$ cat src/verilog/spcr_pkg.sv
// Purpose: Shared constants and types of the supply protection command registers
// Assumes: 250 MHz core clock; requests come already decoded from the serial slave
// Notes:   Threshold codes are stored as 8-bit values without parity positions
package spcr_pkg;
    // ----------------------------------------------------------------
    // Register base addresses (seven bits, parity bit excluded)
    // ----------------------------------------------------------------
    localparam logic [6:0] OFS_OV   = 7'h12;
    localparam logic [6:0] OFS_UV   = 7'h14;
    localparam logic [6:0] OFS_DROP = 7'h16;
    localparam logic [6:0] OFS_ILIM = 7'h18;
    localparam logic [6:0] OFS_KNEE = 7'h1a;
    localparam logic [6:0] OFS_OVR  = 7'h1c;
    localparam logic [6:0] OFS_UVR  = 7'h1e;
    localparam logic [6:0] OFS_SCR  = 7'h20;
    localparam logic [6:0] OFS_ISS  = 7'h22;
    localparam logic [6:0] OFS_UVT  = 7'h24;
    localparam logic [6:0] OFS_WDG  = 7'h26;

    // ----------------------------------------------------------------
    // Reset values and accepted code ranges
    // ----------------------------------------------------------------
    localparam logic [7:0] RST_OV   = 8'h3e;
    localparam logic [7:0] RST_UV   = 8'h24;
    localparam logic [3:0] RST_DROP = 4'h0;
    localparam logic [7:0] RST_ILIM = 8'h80;
    localparam logic [7:0] RST_KNEE = 8'hf0;
    localparam logic [1:0] RST_OVR  = 2'h2;
    localparam logic [1:0] RST_UVR  = 2'h0;
    localparam logic [1:0] RST_SCR  = 2'h2;
    localparam logic [3:0] RST_ISS  = 4'h0;
    localparam logic [1:0] RST_UVT  = 2'h3;
    localparam logic [1:0] RST_WDG  = 2'h1;

    localparam logic [7:0] MIN_OV   = 8'h3e;
    localparam logic [7:0] MAX_OV   = 8'hfa;
    localparam logic [7:0] MIN_UV   = 8'h1e;
    localparam logic [7:0] MAX_UV   = 8'hf0;
    localparam logic [3:0] MAX_DROP = 4'hc;
    localparam logic [7:0] MIN_ILIM = 8'h19;
    localparam logic [7:0] MAX_ILIM = 8'h80;
    localparam logic [7:0] MIN_KNEE = 8'h35;
    localparam logic [7:0] MAX_KNEE = 8'hf0;

    // ----------------------------------------------------------------
    // Field codes and bit positions
    // ----------------------------------------------------------------
    localparam logic [1:0] RESP_BAD = 2'h3;
    localparam logic [1:0] SC_NONE  = 2'h0;
    localparam logic [1:0] SC_AR    = 2'h2;
    localparam logic [1:0] WDG_OFF  = 2'h0;
    localparam logic [1:0] WDG_1S   = 2'h2;
    localparam int         HI_PAR   = 15;
    localparam int         CODE_MSB = 8;
    localparam int         LO_PAR   = 7;

    // ----------------------------------------------------------------
    // Watchdog timing
    // ----------------------------------------------------------------
    localparam int          CLK_MHZ     = 250;
    localparam int          WDG_BASE_MS = 500;
    localparam logic [31:0] WDG_BASE_CYC = 32'(WDG_BASE_MS * 1000 * CLK_MHZ);

    typedef struct packed {
        logic        wr;
        logic        rd;
        logic [7:0]  addr;
        logic [15:0] wdata;
    } spcr_req_t;

    typedef struct packed {
        logic [7:0] ov;
        logic [7:0] uv;
        logic [3:0] drop;
        logic [7:0] ilim;
        logic [7:0] knee;
        logic [1:0] ovr;
        logic [1:0] uvr;
        logic [1:0] scr;
        logic [3:0] iss;
        logic [1:0] uvt;
        logic [1:0] wdg;
    } spcr_cfg_t;
endpackage

$ cat src/verilog/spcr_regs.sv
// Purpose: Protection threshold and fault response command register bank
// Assumes: Requests are one-cycle strobes from logic on the same clock
// Notes:   Rejected writes leave every register unchanged and raise O_ERR
`timescale 1ns/100ps

// Behaviour
// [RULE1] A register address is valid only when its eight bits hold odd parity.
// [RULE2] Parity word writes need odd parity in the high byte and the low byte.
// [RULE3] Overvoltage threshold takes codes 62 to 250 and resets to 62.
// [RULE4] Undervoltage threshold takes codes 30 to 240 and resets to 36.
// [RULE5] Cable drop compensation uses bits 3 to 0, codes 0 to 12, reset 0.
// [RULE6] Constant current limit takes codes 25 to 128 and resets to 128.
// [RULE7] Power knee voltage takes codes 53 to 240 and resets to 240.
// [RULE8] Overvoltage response: 00 none, 01 latch-off, 10 auto-restart, reset 10.
// [RULE9] Undervoltage response: 00 auto-restart, 01 latch-off, 10 none, reset 00.
// [RULE10] Sense short bits 3 to 2 pick the frequency and bits 1 to 0 the response.
// [RULE11] Undervoltage timer codes 00 to 11 give 8, 16, 32, 64 ms, reset 11.
// [RULE12] Watchdog codes give off, 0.5 s, 1 s, 2 s, reset 01; the host must talk in time.
// [RULE13] A threshold code is bit 8 above bits 6 to 0, parity positions ignored.
// [RULE14] A write failing address or data parity is rejected unchanged.
module spcr_regs #(
    parameter logic [31:0] WDG_BASE_CYCLES = spcr_pkg::WDG_BASE_CYC
) (
    input  wire logic                I_MCLK,
    input  wire logic                I_ARST_N,
    input  wire logic                I_CE,
    input  wire spcr_pkg::spcr_req_t I_REQ,
    output logic [15:0]              O_RDATA,
    output logic                     O_ACK,
    output logic                     O_ERR,
    output spcr_pkg::spcr_cfg_t      O_CFG,
    output logic                     O_WDOG_TRIP
);
    // ----------------------------------------------------------------
    // Address and data checks
    // ----------------------------------------------------------------
    wire logic [6:0] base    = I_REQ.addr[6:0];
    wire logic       addr_ok = ^I_REQ.addr;                          // [RULE1]
    wire logic       data_ok = (^I_REQ.wdata[15:8]) & (^I_REQ.wdata[7:0]); // [RULE2]
    wire logic [7:0] code    = {I_REQ.wdata[spcr_pkg::CODE_MSB],
                                I_REQ.wdata[6:0]};                   // [RULE13]
    wire logic [3:0] nib     = I_REQ.wdata[3:0];
    wire logic [1:0] two     = I_REQ.wdata[1:0];

    wire logic s_ov   = base == spcr_pkg::OFS_OV;
    wire logic s_uv   = base == spcr_pkg::OFS_UV;
    wire logic s_drop = base == spcr_pkg::OFS_DROP;
    wire logic s_ilim = base == spcr_pkg::OFS_ILIM;
    wire logic s_knee = base == spcr_pkg::OFS_KNEE;
    wire logic s_ovr  = base == spcr_pkg::OFS_OVR;
    wire logic s_uvr  = base == spcr_pkg::OFS_UVR;
    wire logic s_scr  = base == spcr_pkg::OFS_SCR;
    wire logic s_iss  = base == spcr_pkg::OFS_ISS;
    wire logic s_uvt  = base == spcr_pkg::OFS_UVT;
    wire logic s_wdg  = base == spcr_pkg::OFS_WDG;
    wire logic par_w  = s_ov | s_uv | s_ilim | s_knee;
    wire logic mapped = par_w | s_drop | s_ovr | s_uvr | s_scr | s_iss | s_uvt | s_wdg;

    // Value check per register; unknown response codes are refused
    wire logic val_ok =
        s_ov   ? (code >= spcr_pkg::MIN_OV   && code <= spcr_pkg::MAX_OV)   : // [RULE3]
        s_uv   ? (code >= spcr_pkg::MIN_UV   && code <= spcr_pkg::MAX_UV)   : // [RULE4]
        s_drop ? (nib <= spcr_pkg::MAX_DROP)                                : // [RULE5]
        s_ilim ? (code >= spcr_pkg::MIN_ILIM && code <= spcr_pkg::MAX_ILIM) : // [RULE6]
        s_knee ? (code >= spcr_pkg::MIN_KNEE && code <= spcr_pkg::MAX_KNEE) : // [RULE7]
        s_scr  ? (two == spcr_pkg::SC_NONE || two == spcr_pkg::SC_AR)       :
        (s_ovr | s_uvr | s_iss) ? (two != spcr_pkg::RESP_BAD) : 1'b1;     // [RULE8] [RULE9]

    wire logic acc    = I_CE & (I_REQ.wr | I_REQ.rd);
    wire logic wr_ok  = I_CE & I_REQ.wr & addr_ok & mapped
                        & (~par_w | data_ok) & val_ok;              // [RULE14]
    wire logic rd_ok  = I_CE & I_REQ.rd & ~I_REQ.wr & addr_ok & mapped;

    // ----------------------------------------------------------------
    // Read data with parity regenerated
    // ----------------------------------------------------------------
    function automatic logic [15:0] par_word(input logic [7:0] c);
        par_word = {~c[7], 6'h00, c[7], ~^c[6:0], c[6:0]};
    endfunction

    spcr_pkg::spcr_cfg_t cfg_reg;
    wire logic [15:0] rd_mux =
        s_ov   ? par_word(cfg_reg.ov)   :
        s_uv   ? par_word(cfg_reg.uv)   :
        s_ilim ? par_word(cfg_reg.ilim) :
        s_knee ? par_word(cfg_reg.knee) :
        s_drop ? {12'h000, cfg_reg.drop} :
        s_ovr  ? {14'h0000, cfg_reg.ovr} :
        s_uvr  ? {14'h0000, cfg_reg.uvr} :
        s_scr  ? {14'h0000, cfg_reg.scr} :
        s_iss  ? {12'h000, cfg_reg.iss} :
        s_uvt  ? {14'h0000, cfg_reg.uvt} : {14'h0000, cfg_reg.wdg};

    // ----------------------------------------------------------------
    // Register storage
    // ----------------------------------------------------------------
    always_ff @(posedge I_MCLK or negedge I_ARST_N) begin
        if (!I_ARST_N) begin
            cfg_reg <= '{spcr_pkg::RST_OV, spcr_pkg::RST_UV, spcr_pkg::RST_DROP,
                         spcr_pkg::RST_ILIM, spcr_pkg::RST_KNEE, spcr_pkg::RST_OVR,
                         spcr_pkg::RST_UVR, spcr_pkg::RST_SCR, spcr_pkg::RST_ISS,
                         spcr_pkg::RST_UVT, spcr_pkg::RST_WDG};
        end else if (wr_ok) begin
            if (s_ov)   cfg_reg.ov   <= code;                            // [RULE3]
            if (s_uv)   cfg_reg.uv   <= code;                            // [RULE4]
            if (s_drop) cfg_reg.drop <= nib;                             // [RULE5]
            if (s_ilim) cfg_reg.ilim <= code;                            // [RULE6]
            if (s_knee) cfg_reg.knee <= code;                            // [RULE7]
            if (s_ovr)  cfg_reg.ovr  <= two;                             // [RULE8]
            if (s_uvr)  cfg_reg.uvr  <= two;                             // [RULE9]
            if (s_scr)  cfg_reg.scr  <= two;
            if (s_iss)  cfg_reg.iss  <= nib;                             // [RULE10]
            if (s_uvt)  cfg_reg.uvt  <= two;                             // [RULE11]
            if (s_wdg)  cfg_reg.wdg  <= two;                             // [RULE12]
        end
    end

    always_ff @(posedge I_MCLK or negedge I_ARST_N) begin
        if (!I_ARST_N) begin
            O_RDATA <= 16'h0000;
            O_ACK   <= 1'b0;
            O_ERR   <= 1'b0;
        end else if (I_CE) begin
            O_RDATA <= rd_ok ? rd_mux : 16'h0000;
            O_ACK   <= acc;
            O_ERR   <= acc & ~(wr_ok | rd_ok);                           // [RULE14]
        end
    end

    assign O_CFG = cfg_reg;

    // ----------------------------------------------------------------
    // Communication watchdog
    // ----------------------------------------------------------------
    logic [31:0] wdg_cnt_reg;
    wire  logic [31:0] wdg_lim = (cfg_reg.wdg == spcr_pkg::WDG_1S) ? WDG_BASE_CYCLES << 1 :
                                 (cfg_reg.wdg == spcr_pkg::WDG_OFF) ? WDG_BASE_CYCLES :
                                 (cfg_reg.wdg[1] ? WDG_BASE_CYCLES << 2 : WDG_BASE_CYCLES);
    wire  logic wdg_hit = (cfg_reg.wdg != spcr_pkg::WDG_OFF)
                          && (wdg_cnt_reg == wdg_lim - 32'h1);      // [RULE12]

    always_ff @(posedge I_MCLK or negedge I_ARST_N) begin
        if (!I_ARST_N) begin
            wdg_cnt_reg <= 32'h0;
            O_WDOG_TRIP <= 1'b0;
        end else if (I_CE) begin
            wdg_cnt_reg <= (acc & addr_ok) | wdg_hit | (cfg_reg.wdg == spcr_pkg::WDG_OFF)
                           ? 32'h0 : wdg_cnt_reg + 32'h1;
            O_WDOG_TRIP <= wdg_hit & ~(acc & addr_ok);
        end
    end
endmodule

$ cat config.mk
export PLATFORM = sky130hd
export DESIGN_NAME = spcr_regs
export DESIGN_NICKNAME = d
export VERILOG_FILES = /design/src/verilog/spcr_pkg.sv /design/src/verilog/spcr_regs.sv
export SDC_FILE = /design/constraint.sdc
export NUM_CORES = 1
export LEC_CHECK = 0
export BUFFER_PORTS_ARGS = -buffer_cell sky130_fd_sc_hd__buf_4
export CAP_MARGIN = 0
export CORE_ASPECT_RATIO = 1.4
export CORE_MARGIN = 1.5
export CORE_UTILIZATION = 35
export DETAILED_ROUTE_END_ITERATION = 7
export PLACE_DENSITY_LB_ADDON = 0.15
export REMOVE_ABC_BUFFERS = 1
export SYNTH_ARGS = -nofsm -noshare
export SYNTH_HDL_FRONTEND = slang
export SYNTH_SLANG_ARGS = --single-unit
$ cat constraint.sdc
create_clock -name I_MCLK -period 5.9 [get_ports I_MCLK]
set_input_delay 0.59 -clock I_MCLK [delete_from_list [all_inputs] [get_ports I_MCLK]]
set_output_delay 0.59 -clock I_MCLK [all_outputs]
set_load 0.05 [all_outputs]
==> impl_summary.txt, run 1 <==
----------------------------------------------------
[Power and ir drop]
  Switch share ... a little over a quarter
  Internal Dissipation ... approximately 1000 uW
  Net Sw Power ... between 300 and 400 uW
  Sequential group share of total power ... between 40% and 50%
  Combinational share of power ... a little over a tenth
  Power density cells ... roughly 200 mW/mm^2
  Relative contribution of the clock network to total power ... 41.8%
  Static leakage power ... about 3.2 nW
  VDD IR-drop max ... 120 uV

[Placement]
  Post-DP HPWL ... 12000 microns
  # port buffers ... 91
  Post-place instance area ... roughly 0.0066 sq mm
  Final Wtd Congestion ... just under 0.9

[Routing]
  First-pass iteration count of the detailed router ... 4
  Routed wire length ... around 16000 microns
  Average wire per cell in the routed design ... roughly 19 microns
  Vias per inst ... between 5 and 6
  Iteration-0 DRC Markers ... 252
  Via total after detailed routing ... approximately 4600
  Count of antenna-violating nets left after detailed routing ... 0
  Count of unresolved DRC violations after routing ... 0

[Synthesis]
  Gate count of the mapped netlist ... 564
  Yosys cell types ... 67
  Synth async-reset ratio ... 100%
  Yosys warning count ... 0
  Yosys reg bits ... 95
  Top flip-flop cell by instance count after synthesis ... dfrtp_1
  Sequential cell area fraction in the yosys report ... 41.6%
  Mean post-synth cell area ... between 10 and 15 sq um
  Post-Syn Area ... around 0.0058 sq mm
  EDFF count, synth ... 0

[CTS]
  Clk buf depth ... 2
  Clock-pin transition on the worst setup and hold timing paths ... approximately 0.070 ns
  Post-CTS setup repair buffer count ... 0
  Clock sinks ... 95
  Hold-fix buffer count after cts ... 0
  Buffer cell driving the clock tree root ... clkbuf_16
  Clock latency on the worst-skew pair ... roughly 0.35 ns
  Number of gates resized after cts ... 0
  Number of levels the H-tree was split into ... 3
  Clock tree from TritonCTS ... built
  CTS Buf Count ... 9

[Finish]
  Area growth from synthesis to layout ... 19.0%
  Count of inserted antenna diode cells ... 0
  Final std cell area, no fill ... about 0.0069 sq mm
  Flip-flop count of the largest register after layout ... 50
  Nets@finish ... 693
  Share of post-route cells with drive strength above 1 ... ~29%

[STA]
  Time the worst path needs with I/O delays and setup ... between 3 and 4 ns
  Number of failing hold endpoints at the final stage ... 0
  Max_slew headroom ... between 30% and 40%
  Worst Tran Pin Value ... 0.983 ns
  Setup Total Neg Slack ... 0 ns
  Number of endpoints failing setup at the final stage ... 0
  Number of slew-limit violations in the final report ... 0
  Unrepaired setup endpoints after global routing ... false
  Peak clock frequency supported by timing ... 0.277 GHz
  Final clock skew ... about 0.0062 ns
  Final period utilization ... about three fifths

[Critical path]
  Reg2reg path depth ... 6
  Crit path arrival time ... 3.84 ns
  Crit path required time ... about 6.1 ns
  Count of buffer and inverter cells on the critical path ... 2
  Nature of the critical path endpoint ... flip-flop
  Most numerous cell on the critical path ... nand2_1
  CP max stage cell ... a21oi_2
  Register-to-Register Setup Slack ... about 2.7 ns
  Category of cells accounting for the largest share of critical-path delay ... simple AND/OR/NAND/NOR gates
  Delay of the slowest critical-path stage ... around 0.67 ns
  Critical Path Source ... I_REQ[16]
  Critical path fanouts, max ... 17
  Category of the critical setup timing path ... input pin to flip-flop
  Worst flop-to-flop path startpoint ... O_CFG[1]$_DFFE_PN0P_
  List of cells traversed by the critical path ... buf_4 > inv_1 > ha_1 > nand2_1 > a21oi_2 > o41ai_2 > nor3_2 > nand2_1 > nor3_4 > mux2_2
  Reg2reg end ... wdg_cnt_reg[15]$_DFFE_PN0P_
  Crit start category ... input pin

[Global routing]
  Number of global-route vias before repair ... approximately 4800
  Wire length of the first global-routing pass ... roughly 26000 microns
  Remaining global-route overflow ... 0
  Maximum number of pins on one net before global-route repair ... 70
  Overall global routing resource usage ... 19.1%
  Number of antenna violations at the first check in global routing ... 0

[Floorplanning]
  DIE HEIGHT ... about 150 microns
  Total I/O pin count ... between 90 and 100
  Die Outline Area ... ~0.017 sq mm
  Core Region ... 0.0161 sq mm
  Effective utilization at floorplan ... between 30% and 40%
  Floorplan die width ... 111 microns
  Number of core rows ... 55

[Status]
  Status ... complete, no violations

[Worst hold path]
  Path type of the worst min-delay path ... input pin to asynchronous set/reset pin

[Run]
  # Max-Cap Violations ... 0

----------------------------------------------------
## power groups by stage
stage	Clock (mW)	Combinational [mW]	Sequential [mW]
finish	0.575	0.145	0.657
global route	0.616	0.158	0.657
CTS	0.592	0.146	0.657
detailed placement	0	0.146	0.669
global placement	0	0.145	0.669
floorplan	0	0.0707	0.678
## cell families (layout without fill, tap and decap cells)
group / count (synthesis) / in the layout / synth area share [%]
AOI/OAI and AO/OA: 101 / 101 / 12.2
xor gates and xnor gates: 66 / 66 / 10.3
adders and majority gates: 20 / 20 / 4.34
buffers and inverters: 42 / 122 / 3.65
DFF: 95 / 95 / 41.6
muxes: 52 / 52 / 10.0
other: 1 / 6 / 0.0651
and+or+nand+nor: 187 / 187 / 17.8
## cell type report
type	count	area, sq um
well taps	199	249
fillers	1597	9250
repair buffers	92	691
flip-flops and latches	95	2400
multi-input cells	432	3170
clock inverters	7	68.8
clock buffers	9	225
inverters	14	52.6
## cells in the mapped netlist (all sizes together), types with 2 or more instances
library cell,instances,area (sq um)
a211oi,7,52.6
nand2,42,158
nor4b,3,26.3
and3,10,62.6
o2111ai,3,26.3
mux2i,7,70.1
inv,13,48.8
nor3,11,87.6
and4b,2,20.0
dfrtp,78,1950
buf,20,128
mux2,45,507
and3b,2,17.5
o31ai,3,22.5
nor2b,6,37.5
o21ai,23,115
nand2b,5,31.3
a221oi,4,35.0
o211ai,2,15.0
nor2,52,195
nand4b,4,50.1
a31oi,3,18.8
o221ai,8,76.3
clkbuf,8,30.0
nor4,3,40.0
nand3,17,85.1
or3,2,12.5
or2,5,31.3
xor2,28,245
a21o,6,45.0
o2bb2ai,5,43.8
a21oi,22,125
nand4,9,56.3
and4,4,35.0
ha,20,250
xnor2,37,324
a22o,3,26.3
dfstp,17,447
and2,4,25.0
o22ai,4,25.0
nor4bb,3,30.0
## worst max path at each step
| stage | to | slack [ns] | cells after the start |
|---|---|---|---|
| 6_report | O_CFG[25]$_DFFE_PN0P_ | 2.29 | 10 |
| 2_1_floorplan | O_CFG[22]$_DFFE_PN0P_ | 2.67 | 9 |
| 3_5_place_dp | O_CFG[25]$_DFFE_PN0P_ | 1.92 | 10 |
| 3_3_place_gp | O_CFG[27]$_DFFE_PN0P_ | 2.01 | 10 |
| 4_1_cts | O_CFG[25]$_DFFE_PN0P_ | 2.30 | 10 |
| 5_1_grt | O_CFG[23]$_DFFE_PN0P_ | 2.01 | 10 |
## routing by layer
| layer | GRT usage, % | wire (microns) | vias up |
|---|---|---|---|
| li1 | - | - | 2158 |
| met1 | 23.1 | 6580 | 2259 |
| met2 | 34.4 | 8440 | 132 |
| met3 | 2.98 | 648 | 24 |
| met4 | 6.45 | 318 | 0 |
| met5 | 0 | 0 | - |
## layout by cell type (no fill, tap or decap), drive strengths merged, types with 5 or more instances in the layout
cell,count
buf,92
dfrtp,78
nor2,52
mux2,45
nand2,42
xnor2,37
xor2,28
o21ai,23
a21oi,22
ha,20
dfstp,17
nand3,17
inv,15
nor3,11
and3,10
nand4,9
clkbuf,9
o221ai,8
mux2i,7
a211oi,7
nor2b,6
a21o,6
conb,6
nand2b,5
or2,5
o2bb2ai,5
clkinv,5
## worst register-to-register path, stage by stage (launching register included)
cell and delay, ns:
dfrtp_1 0.55, nor4b_1 0.41, o2111ai_1 0.13, or4_1 0.61, o221ai_2 0.34, and2_1 0.84
nor2_1 0.15
## per-stage QoR
step | hold slack (ns) | total power, mW | util (%) | std cells | setup slack [ns]
6_report | 0.153 | 1.38 | 42.6 | 848 | 2.29
4_1_cts | 0.158 | 1.39 | 42.6 | 848 | 2.30
2_1_floorplan | 0.294 | 0.748 | - | 541 | 2.67
5_1_grt | 0.170 | 1.43 | 42.6 | 848 | 2.01
3_5_place_dp | 0.478 | 0.815 | 40.8 | 832 | 1.92
3_3_place_gp | 0.471 | 0.814 | 40.8 | 832 | 2.01
Power figures use the tool's default switching activity.
==> run 2, diff against run 1 <==
- clock period: 5.9 -> 3.65 ns (I/O delays scaled with it)
==> impl_summary.txt, run 2 (synthesis results as in run 1) <==
----------------------------------------------------
[Critical path]
  Most numerous cell on the critical path ... nand2_1 (unchanged)
  Category of the critical setup timing path ... input pin to flip-flop (unchanged)
  Crit start category ... input pin (unchanged)
  Crit path arrival time ... 3.15 ns (was 3.84 ns)
  CP max stage cell ... nor3_4 (was a21oi_2)
  Delay of the slowest critical-path stage ... 0.52 ns (was 0.67 ns)
  Crit path required time ... 3.88 ns (was 6.14 ns)
  Nature of the critical path endpoint ... flip-flop (unchanged)
  List of cells traversed by the critical path ... buf_4 > inv_1 > ha_1 > nand2_1 > a21oi_1 > o41ai_2 > nor3_2 > nand2_1 > nor3_4 > mux2_2 (was buf_4 > inv_1 > ha_1 > nand2_1 > a21oi_2 > o41ai_2 > nor3_2 > nand2_1 > nor3_4 > mux2_2)
  Critical path fanouts, max ... 13 (was 17)

[Finish]
  Commonest cells after routing, fill and taps aside ... 101 x buf_4, 78 x dfrtp_1, 52 x nor2_1 (was 92 x buf_4, 78 x dfrtp_1, 52 x nor2_1)
  Share of post-route cells with drive strength above 1 ... 29.3% (was 28.5%)
  Flip-flop count of the largest register after layout ... 50 (unchanged)
  Final Non-Filler Cells ... 858 (was 848)
  Count of inserted antenna diode cells ... 0 (unchanged)
  Final std cell area, no fill ... 0.00696 sq mm (was 0.00686 sq mm)
  Most common cell after layout, fill and taps aside ... buf_4 (unchanged)
  Nets@finish ... 703 (was 693)
  Area growth from synthesis to layout ... 20.8% (was 19.0%)

[Power and ir drop]
  Power density cells ... 335 mW/mm^2 (was 201 mW/mm^2)
  Total power consumption of the routed design ... 2.33 mW (was 1.38 mW)
  VDD IR-drop max ... 215 uV (was 120 uV)
  Static leakage power ... 3.22 nW (was 3.16 nW)

[Placement]
  Post-DP HPWL ... 12200 microns (was 12000 microns)
  Placed instance count ... 841 (was 832)
  Post-place instance area ... 0.00663 sq mm (was 0.00656 sq mm)
  Final Wtd Congestion ... 0.864 (was 0.892)
  Place WS ... 0.389 ns (was 1.92 ns)
  # port buffers ... 91 (unchanged)

[CTS]
  Clock sinks ... 95 (unchanged)
  Clock-pin transition on the worst setup and hold timing paths ... 0.07 ns (about the same)
  Number of gates resized after cts ... 0 (unchanged)
  Clock latency on the worst-skew pair ... 0.34 ns (was 0.35 ns)
  CTS Buf Count ... 9 (unchanged)
  Buffer cell driving the clock tree root ... clkbuf_16 (unchanged)
  Clk buf depth ... 2 (unchanged)
  Number of levels the H-tree was split into ... 3 (unchanged)
  Clock tree from TritonCTS ... built (unchanged)
  Post-CTS setup repair buffer count ... 0 (unchanged)

[Floorplanning]
  DIE HEIGHT ... 155 microns (unchanged)
  Die Outline Area ... 0.0173 sq mm (unchanged)
  Floorplan die width ... 111 microns (unchanged)
  Effective utilization at floorplan ... 35.8% (unchanged)
  Total I/O pin count ... 98 (unchanged)
  Number of core rows ... 55 (unchanged)
  Core Region ... 0.0161 sq mm (unchanged)

[Routing]
  Iteration-0 DRC Markers ... 323 (was 252)
  Average wire per cell in the routed design ... 18.8 microns (was 18.9 microns)
  Vias per inst ... 5.39 (about the same)
  Via total after detailed routing ... 4626 (was 4573)
  Routed wire length ... 16200 microns (was 16000 microns)
  Count of antenna-violating nets left after detailed routing ... 0 (unchanged)
  Count of unresolved DRC violations after routing ... 0 (unchanged)
  First-pass iteration count of the detailed router ... 5 (was 4)

[STA]
  Time the worst path needs with I/O delays and setup ... between 2 and 3 ns
  Setup Total Neg Slack ... 0 ns (unchanged)
  Number of endpoints failing setup at the final stage ... 0 (unchanged)
  Final period utilization ... 80.2%
  Worst Tran Pin Value ... 0.642 ns (was 0.983 ns)
  Worst-case setup margin in the final layout ... 0.724 ns (was 2.29 ns)
  Unrepaired setup endpoints after global routing ... false (unchanged)
  Final clock skew ... 0.00861 ns (was 0.00620 ns)
  Max_slew headroom ... 57.1% (was 34.4%)
  Number of failing hold endpoints at the final stage ... 0 (unchanged)
  Peak clock frequency supported by timing ... 0.342 GHz
  Number of slew-limit violations in the final report ... 0 (unchanged)

[Status]
  Status ... complete, no violations (unchanged)

[Global routing]
  Wire length of the first global-routing pass ... 25700 microns (was 26000 microns)
  Overall global routing resource usage ... 19.1% (about the same)
  Maximum number of pins on one net before global-route repair ... 38 (was 70)
  Number of global-route vias before repair ... 4723 (was 4773)
  Number of antenna violations at the first check in global routing ... 0 (unchanged)
  Remaining global-route overflow ... 0 (unchanged)

[Worst hold path]
  Path type of the worst min-delay path ... input pin to flip-flop (was input pin to asynchronous set/reset pin)

[Run]
  # Max-Cap Violations ... 0 (unchanged)

----------------------------------------------------
==> run 2: changes by cell type in the layout (fill, tap and decap cells not counted) <==
cell / previous run / this run
inv_6: 0 / 1
dlygate4sd3_1: 0 / 1
inv_8: 2 / 1
clkbuf_1: 0 / 1
buf_4: 92 / 101
clkinv_4: 2 / 0
bufinv_16: 0 / 2
clkinv_8: 1 / 0
==> run 2: what timing repair did <==
action | CTS | global route
endpoints found under the setup margin | 0 | 0
hold buffers | 1 | 0
endpoints found under the hold margin | 26 | 0
==> run 2: critical path: cells and delay by family <==
family          cells  cell delay [ns]
mux                 1             0.39
compound gates      2             0.39
simple gates        4             1.35
buf+inv             2             0.18
fa+ha+maj           1             0.47
==> run 2: stage by stage <==
| step | hold slack, ns | utilization, % |
|---|---|---|
| 2_1_floorplan | 0.0694 | - |
| 3_3_place_gp | 0.345 | 41.2 |
| 3_5_place_dp | 0.348 | 41.2 |
| 4_1_cts | 0.312 | 43.2 |
| 5_1_grt | 0.332 | 43.2 |
| 6_report | 0.325 | 43.2 |
==> run 2: cell type report <==
class                           count  area (sq um)
Tap cell                          199           249
Clock inverter                      6          92.6
Clock buffer                       10           229
Sequential cell                    95          2400
Inverter                           14          52.6
Timing Repair Buffer              102           768
Multi-Input combinational cell    432          3170
Fill cell                        1603          9140
==> run 2: where the power goes <==
part / leakage (nW) / switching [mW] / internal, mW
clock network: 0.155 / 0.426 / 0.607
registers: 1.26 / 0.00429 / 1.06
logic: 1.80 / 0.154 / 0.0836
==> run 2: worst paths after layout <==
path                                   startpoint                          end  slack (ns)  cells after the start
max                                     I_REQ[16]        O_CFG[23]$_DFFE_PN0P_        0.72                     10
min                                          I_CE            O_ACK$_DFFE_PN0P_        0.32                      2
max reg2reg                  O_CFG[1]$_DFFE_PN0P_  wdg_cnt_reg[11]$_DFFE_PN0P_        0.87                      7
min reg2reg                O_RDATA[8]$_DFFE_PN0P_       O_RDATA[8]$_DFFE_PN0P_        0.49                      1
max in group asynchronous                I_ARST_N        O_CFG[20]$_DFFE_PN1P_        2.25                      3
min in group asynchronous                I_ARST_N        O_CFG[34]$_DFFE_PN0P_        0.52                      2
==> run 2: per-layer routing <==
layer / part of all wire, % / vias up / GRT usage [%]
li1: - / 2188 / -
met4: 2.4 / 0 / 7.47
met5: 0 / - / 0
met3: 4.1 / 18 / 2.78
met1: 41 / 2299 / 23.1
met2: 52 / 121 / 34.2
==> run 3, diff against run 2 <==
- clock period: 3.65 -> 2.4 ns (I/O delays scaled with it)
==> impl_summary.txt, run 3 (synthesis results as in run 1) <==
----------------------------------------------------
[Placement]
  # port buffers ... 91 (unchanged)
  Post-DP HPWL ... 13500 microns (was 12200 microns)
  Place WS ... -0.549 ns (was 0.389 ns)
  Post-place instance area ... 0.00731 sq mm (was 0.00663 sq mm)
  Final Wtd Congestion ... 0.895 (was 0.864)

[Routing]
  Via total after detailed routing ... 4944 (was 4626)
  Count of unresolved DRC violations after routing ... 0 (unchanged)
  Count of antenna-violating nets left after detailed routing ... 0 (unchanged)
  Vias per inst ... 5.23 (was 5.39)
  Routed wire length ... 17600 microns (was 16200 microns)
  Average wire per cell in the routed design ... 18.6 microns (was 18.8 microns)
  Iteration-0 DRC Markers ... 218 (was 323)
  First-pass iteration count of the detailed router ... 4 (was 5)

[CTS]
  Clock tree from TritonCTS ... built (unchanged)
  Clock sinks ... 95 (unchanged)
  Clk buf depth ... 2 (unchanged)
  Number of levels the H-tree was split into ... 3 (unchanged)
  Buffer cell driving the clock tree root ... clkbuf_16 (unchanged)
  Clock-pin transition on the worst setup and hold timing paths ... 0.07 ns (about the same)
  Clock latency on the worst-skew pair ... 0.36 ns (was 0.34 ns)
  CTS Buf Count ... 9 (unchanged)

[Finish]
  Nets@finish ... 790 (was 703)
  Flip-flop count of the largest register after layout ... 50 (unchanged)
  Most common cell after layout, fill and taps aside ... buf_4 (unchanged)
  Final std cell area, no fill ... 0.00779 sq mm (was 0.00696 sq mm)
  Fill cells ... 1527 (was 1603)
  Commonest cells after routing, fill and taps aside ... 177 x buf_4, 78 x dfrtp_1, 52 x nor2_1 (was 101 x buf_4, 78 x dfrtp_1, 52 x nor2_1)
  Count of inserted antenna diode cells ... 0 (unchanged)
  Final cell utilization of the core ... 48.4% (was 43.2%)
  Share of post-route cells with drive strength above 1 ... 39.3% (was 29.3%)
  Area growth from synthesis to layout ... 35.2% (was 20.8%)

[Run]
  # Max-Cap Violations ... 0 (unchanged)

[STA]
  Time the worst path needs with I/O delays and setup ... 2.33 ns
  Final period utilization ... around 97%
  Number of slew-limit violations in the final report ... 0 (unchanged)
  Worst Tran Pin Value ... 0.511 ns (was 0.642 ns)
  Final clock skew ... 0.00799 ns (was 0.00861 ns)
  Peak clock frequency supported by timing ... around 0.43 GHz
  Worst-case setup margin in the final layout ... 0.0731 ns (was 0.724 ns)
  Max_slew headroom ... 65.9% (was 57.1%)
  Number of endpoints failing setup at the final stage ... 0 (unchanged)
  Number of failing hold endpoints at the final stage ... 0 (unchanged)

[Power and ir drop]
  Internal Dissipation ... 2.57 mW (was 1.75 mW)
  Relative contribution of the clock network to total power ... 40.9% (was 44.3%)
  Sequential group share of total power ... 45.7% (was 45.5%)
  Net Sw Power ... 959 uW (was 585 uW)
  Switch share ... 27.1% (was 25.1%)
  Combinational share of power ... 13.4% (was 10.2%)
  Power density cells ... 454 mW/mm^2 (was 335 mW/mm^2)
  Static leakage power ... 3.68 nW (was 3.22 nW)
  VDD IR-drop max ... 273 uV (was 215 uV)

[Critical path]
  Critical path fanouts, max ... 8 (was 13)
  Nature of the critical path endpoint ... flip-flop (unchanged)
  Crit path required time ... 2.68 ns (was 3.88 ns)
  Register-to-Register Setup Slack ... 0.11 ns (was 0.87 ns)
  Crit start category ... input pin (unchanged)
  Category of the critical setup timing path ... input pin to flip-flop (unchanged)
  Crit path arrival time ... 2.61 ns (was 3.15 ns)

[Floorplanning]
  Core Region ... 0.0161 sq mm (unchanged)
  Die Outline Area ... 0.0173 sq mm (unchanged)
  DIE HEIGHT ... 155 microns (unchanged)
  Floorplan die width ... 111 microns (unchanged)
  Effective utilization at floorplan ... 35.8% (unchanged)
  Total I/O pin count ... 98 (unchanged)
  Number of core rows ... 55 (unchanged)

[Global routing]
  Wire length of the first global-routing pass ... 28100 microns (was 25700 microns)
  Remaining global-route overflow ... 0 (unchanged)
  Maximum number of pins on one net before global-route repair ... 49 (was 38)
  Overall global routing resource usage ... 20.9% (was 19.1%)
  Number of global-route vias before repair ... 5260 (was 4723)
  Number of antenna violations at the first check in global routing ... 0 (unchanged)

[Worst hold path]
  Path type of the worst min-delay path ... input pin to flip-flop (unchanged)

[Status]
  Status ... complete, no violations (unchanged)

----------------------------------------------------
run 3: layout make-up:
type | count | area, sq um | share of cell area, %
Clock inverter | 6 | 61.3 | 0.787
Tap cell | 199 | 249 | 3.20
Timing Repair Buffer | 189 | 1520 | 19.5
Sequential cell | 95 | 2400 | 30.8
Inverter | 14 | 57.6 | 0.739
Clock buffer | 10 | 239 | 3.07
Multi-Input combinational cell | 432 | 3270 | 42.0
run 3: worst paths after layout:
check,startpoint,endpoint,cells after the start
max,I_REQ[17],O_RDATA[7]$_DFFE_PN0P_,12
min,I_CE,O_ACK$_DFFE_PN0P_,2
max reg2reg,O_CFG[1]$_DFFE_PN0P_,wdg_cnt_reg[0]$_DFFE_PN0P_,8
min reg2reg,O_RDATA[6]$_DFFE_PN0P_,O_RDATA[6]$_DFFE_PN0P_,1
max in group asynchronous,I_ARST_N,O_CFG[20]$_DFFE_PN1P_,3
min in group asynchronous,I_ARST_N,O_CFG[33]$_DFFE_PN0P_,2
run 3: routing by layer:
layer | vias to the layer above | wire [microns] | GRT usage [%]
li1 | 2364 | - | -
met1 | 2435 | 7220 | 24.1
met2 | 113 | 9250 | 38.1
met3 | 32 | 583 | 3.45
met4 | 0 | 506 | 8.74
met5 | - | 0 | 0
run 3: critical path, cell delays in order:
cell and delay [ns]:
buf_6 0.10, inv_4 0.05, ha_4 0.19, xnor3_1 0.37, xnor2_2 0.22, o41ai_2 0.13, buf_4 0.15, buf_4 0.12
buf_4 0.12, or4b_4 0.57, buf_4 0.18, o2bb2ai_1 0.15
run 3: power by group through the flow:
stage / registers (mW) / logic (mW) / clock network, mW
global placement: 1.64 / 0.439 / 0
global route: 1.61 / 0.511 / 1.55
finish: 1.61 / 0.473 / 1.45
floorplan: 1.67 / 0.174 / 0
detailed placement: 1.64 / 0.445 / 0
CTS: 1.61 / 0.467 / 1.49
run 3: timing repair:
action	CTS	global route
hold buffers	1	0
resized for setup	4	25
endpoints found under the setup margin	68	79
hold endpoints to repair	26	0
setup buffers	3	3
pin swaps	3	7
run 3: through the flow:
stage,total power [mW],hold slack (ns),instances,setup TNS (ns)
global route,3.68,0.183,945,-0.212
detailed placement,2.09,0.230,922,-29.55
finish,3.53,0.171,945,0
floorplan,1.84,-0.0556,541,-31.11
global placement,2.08,0.217,922,-22.31
CTS,3.57,0.174,942,0
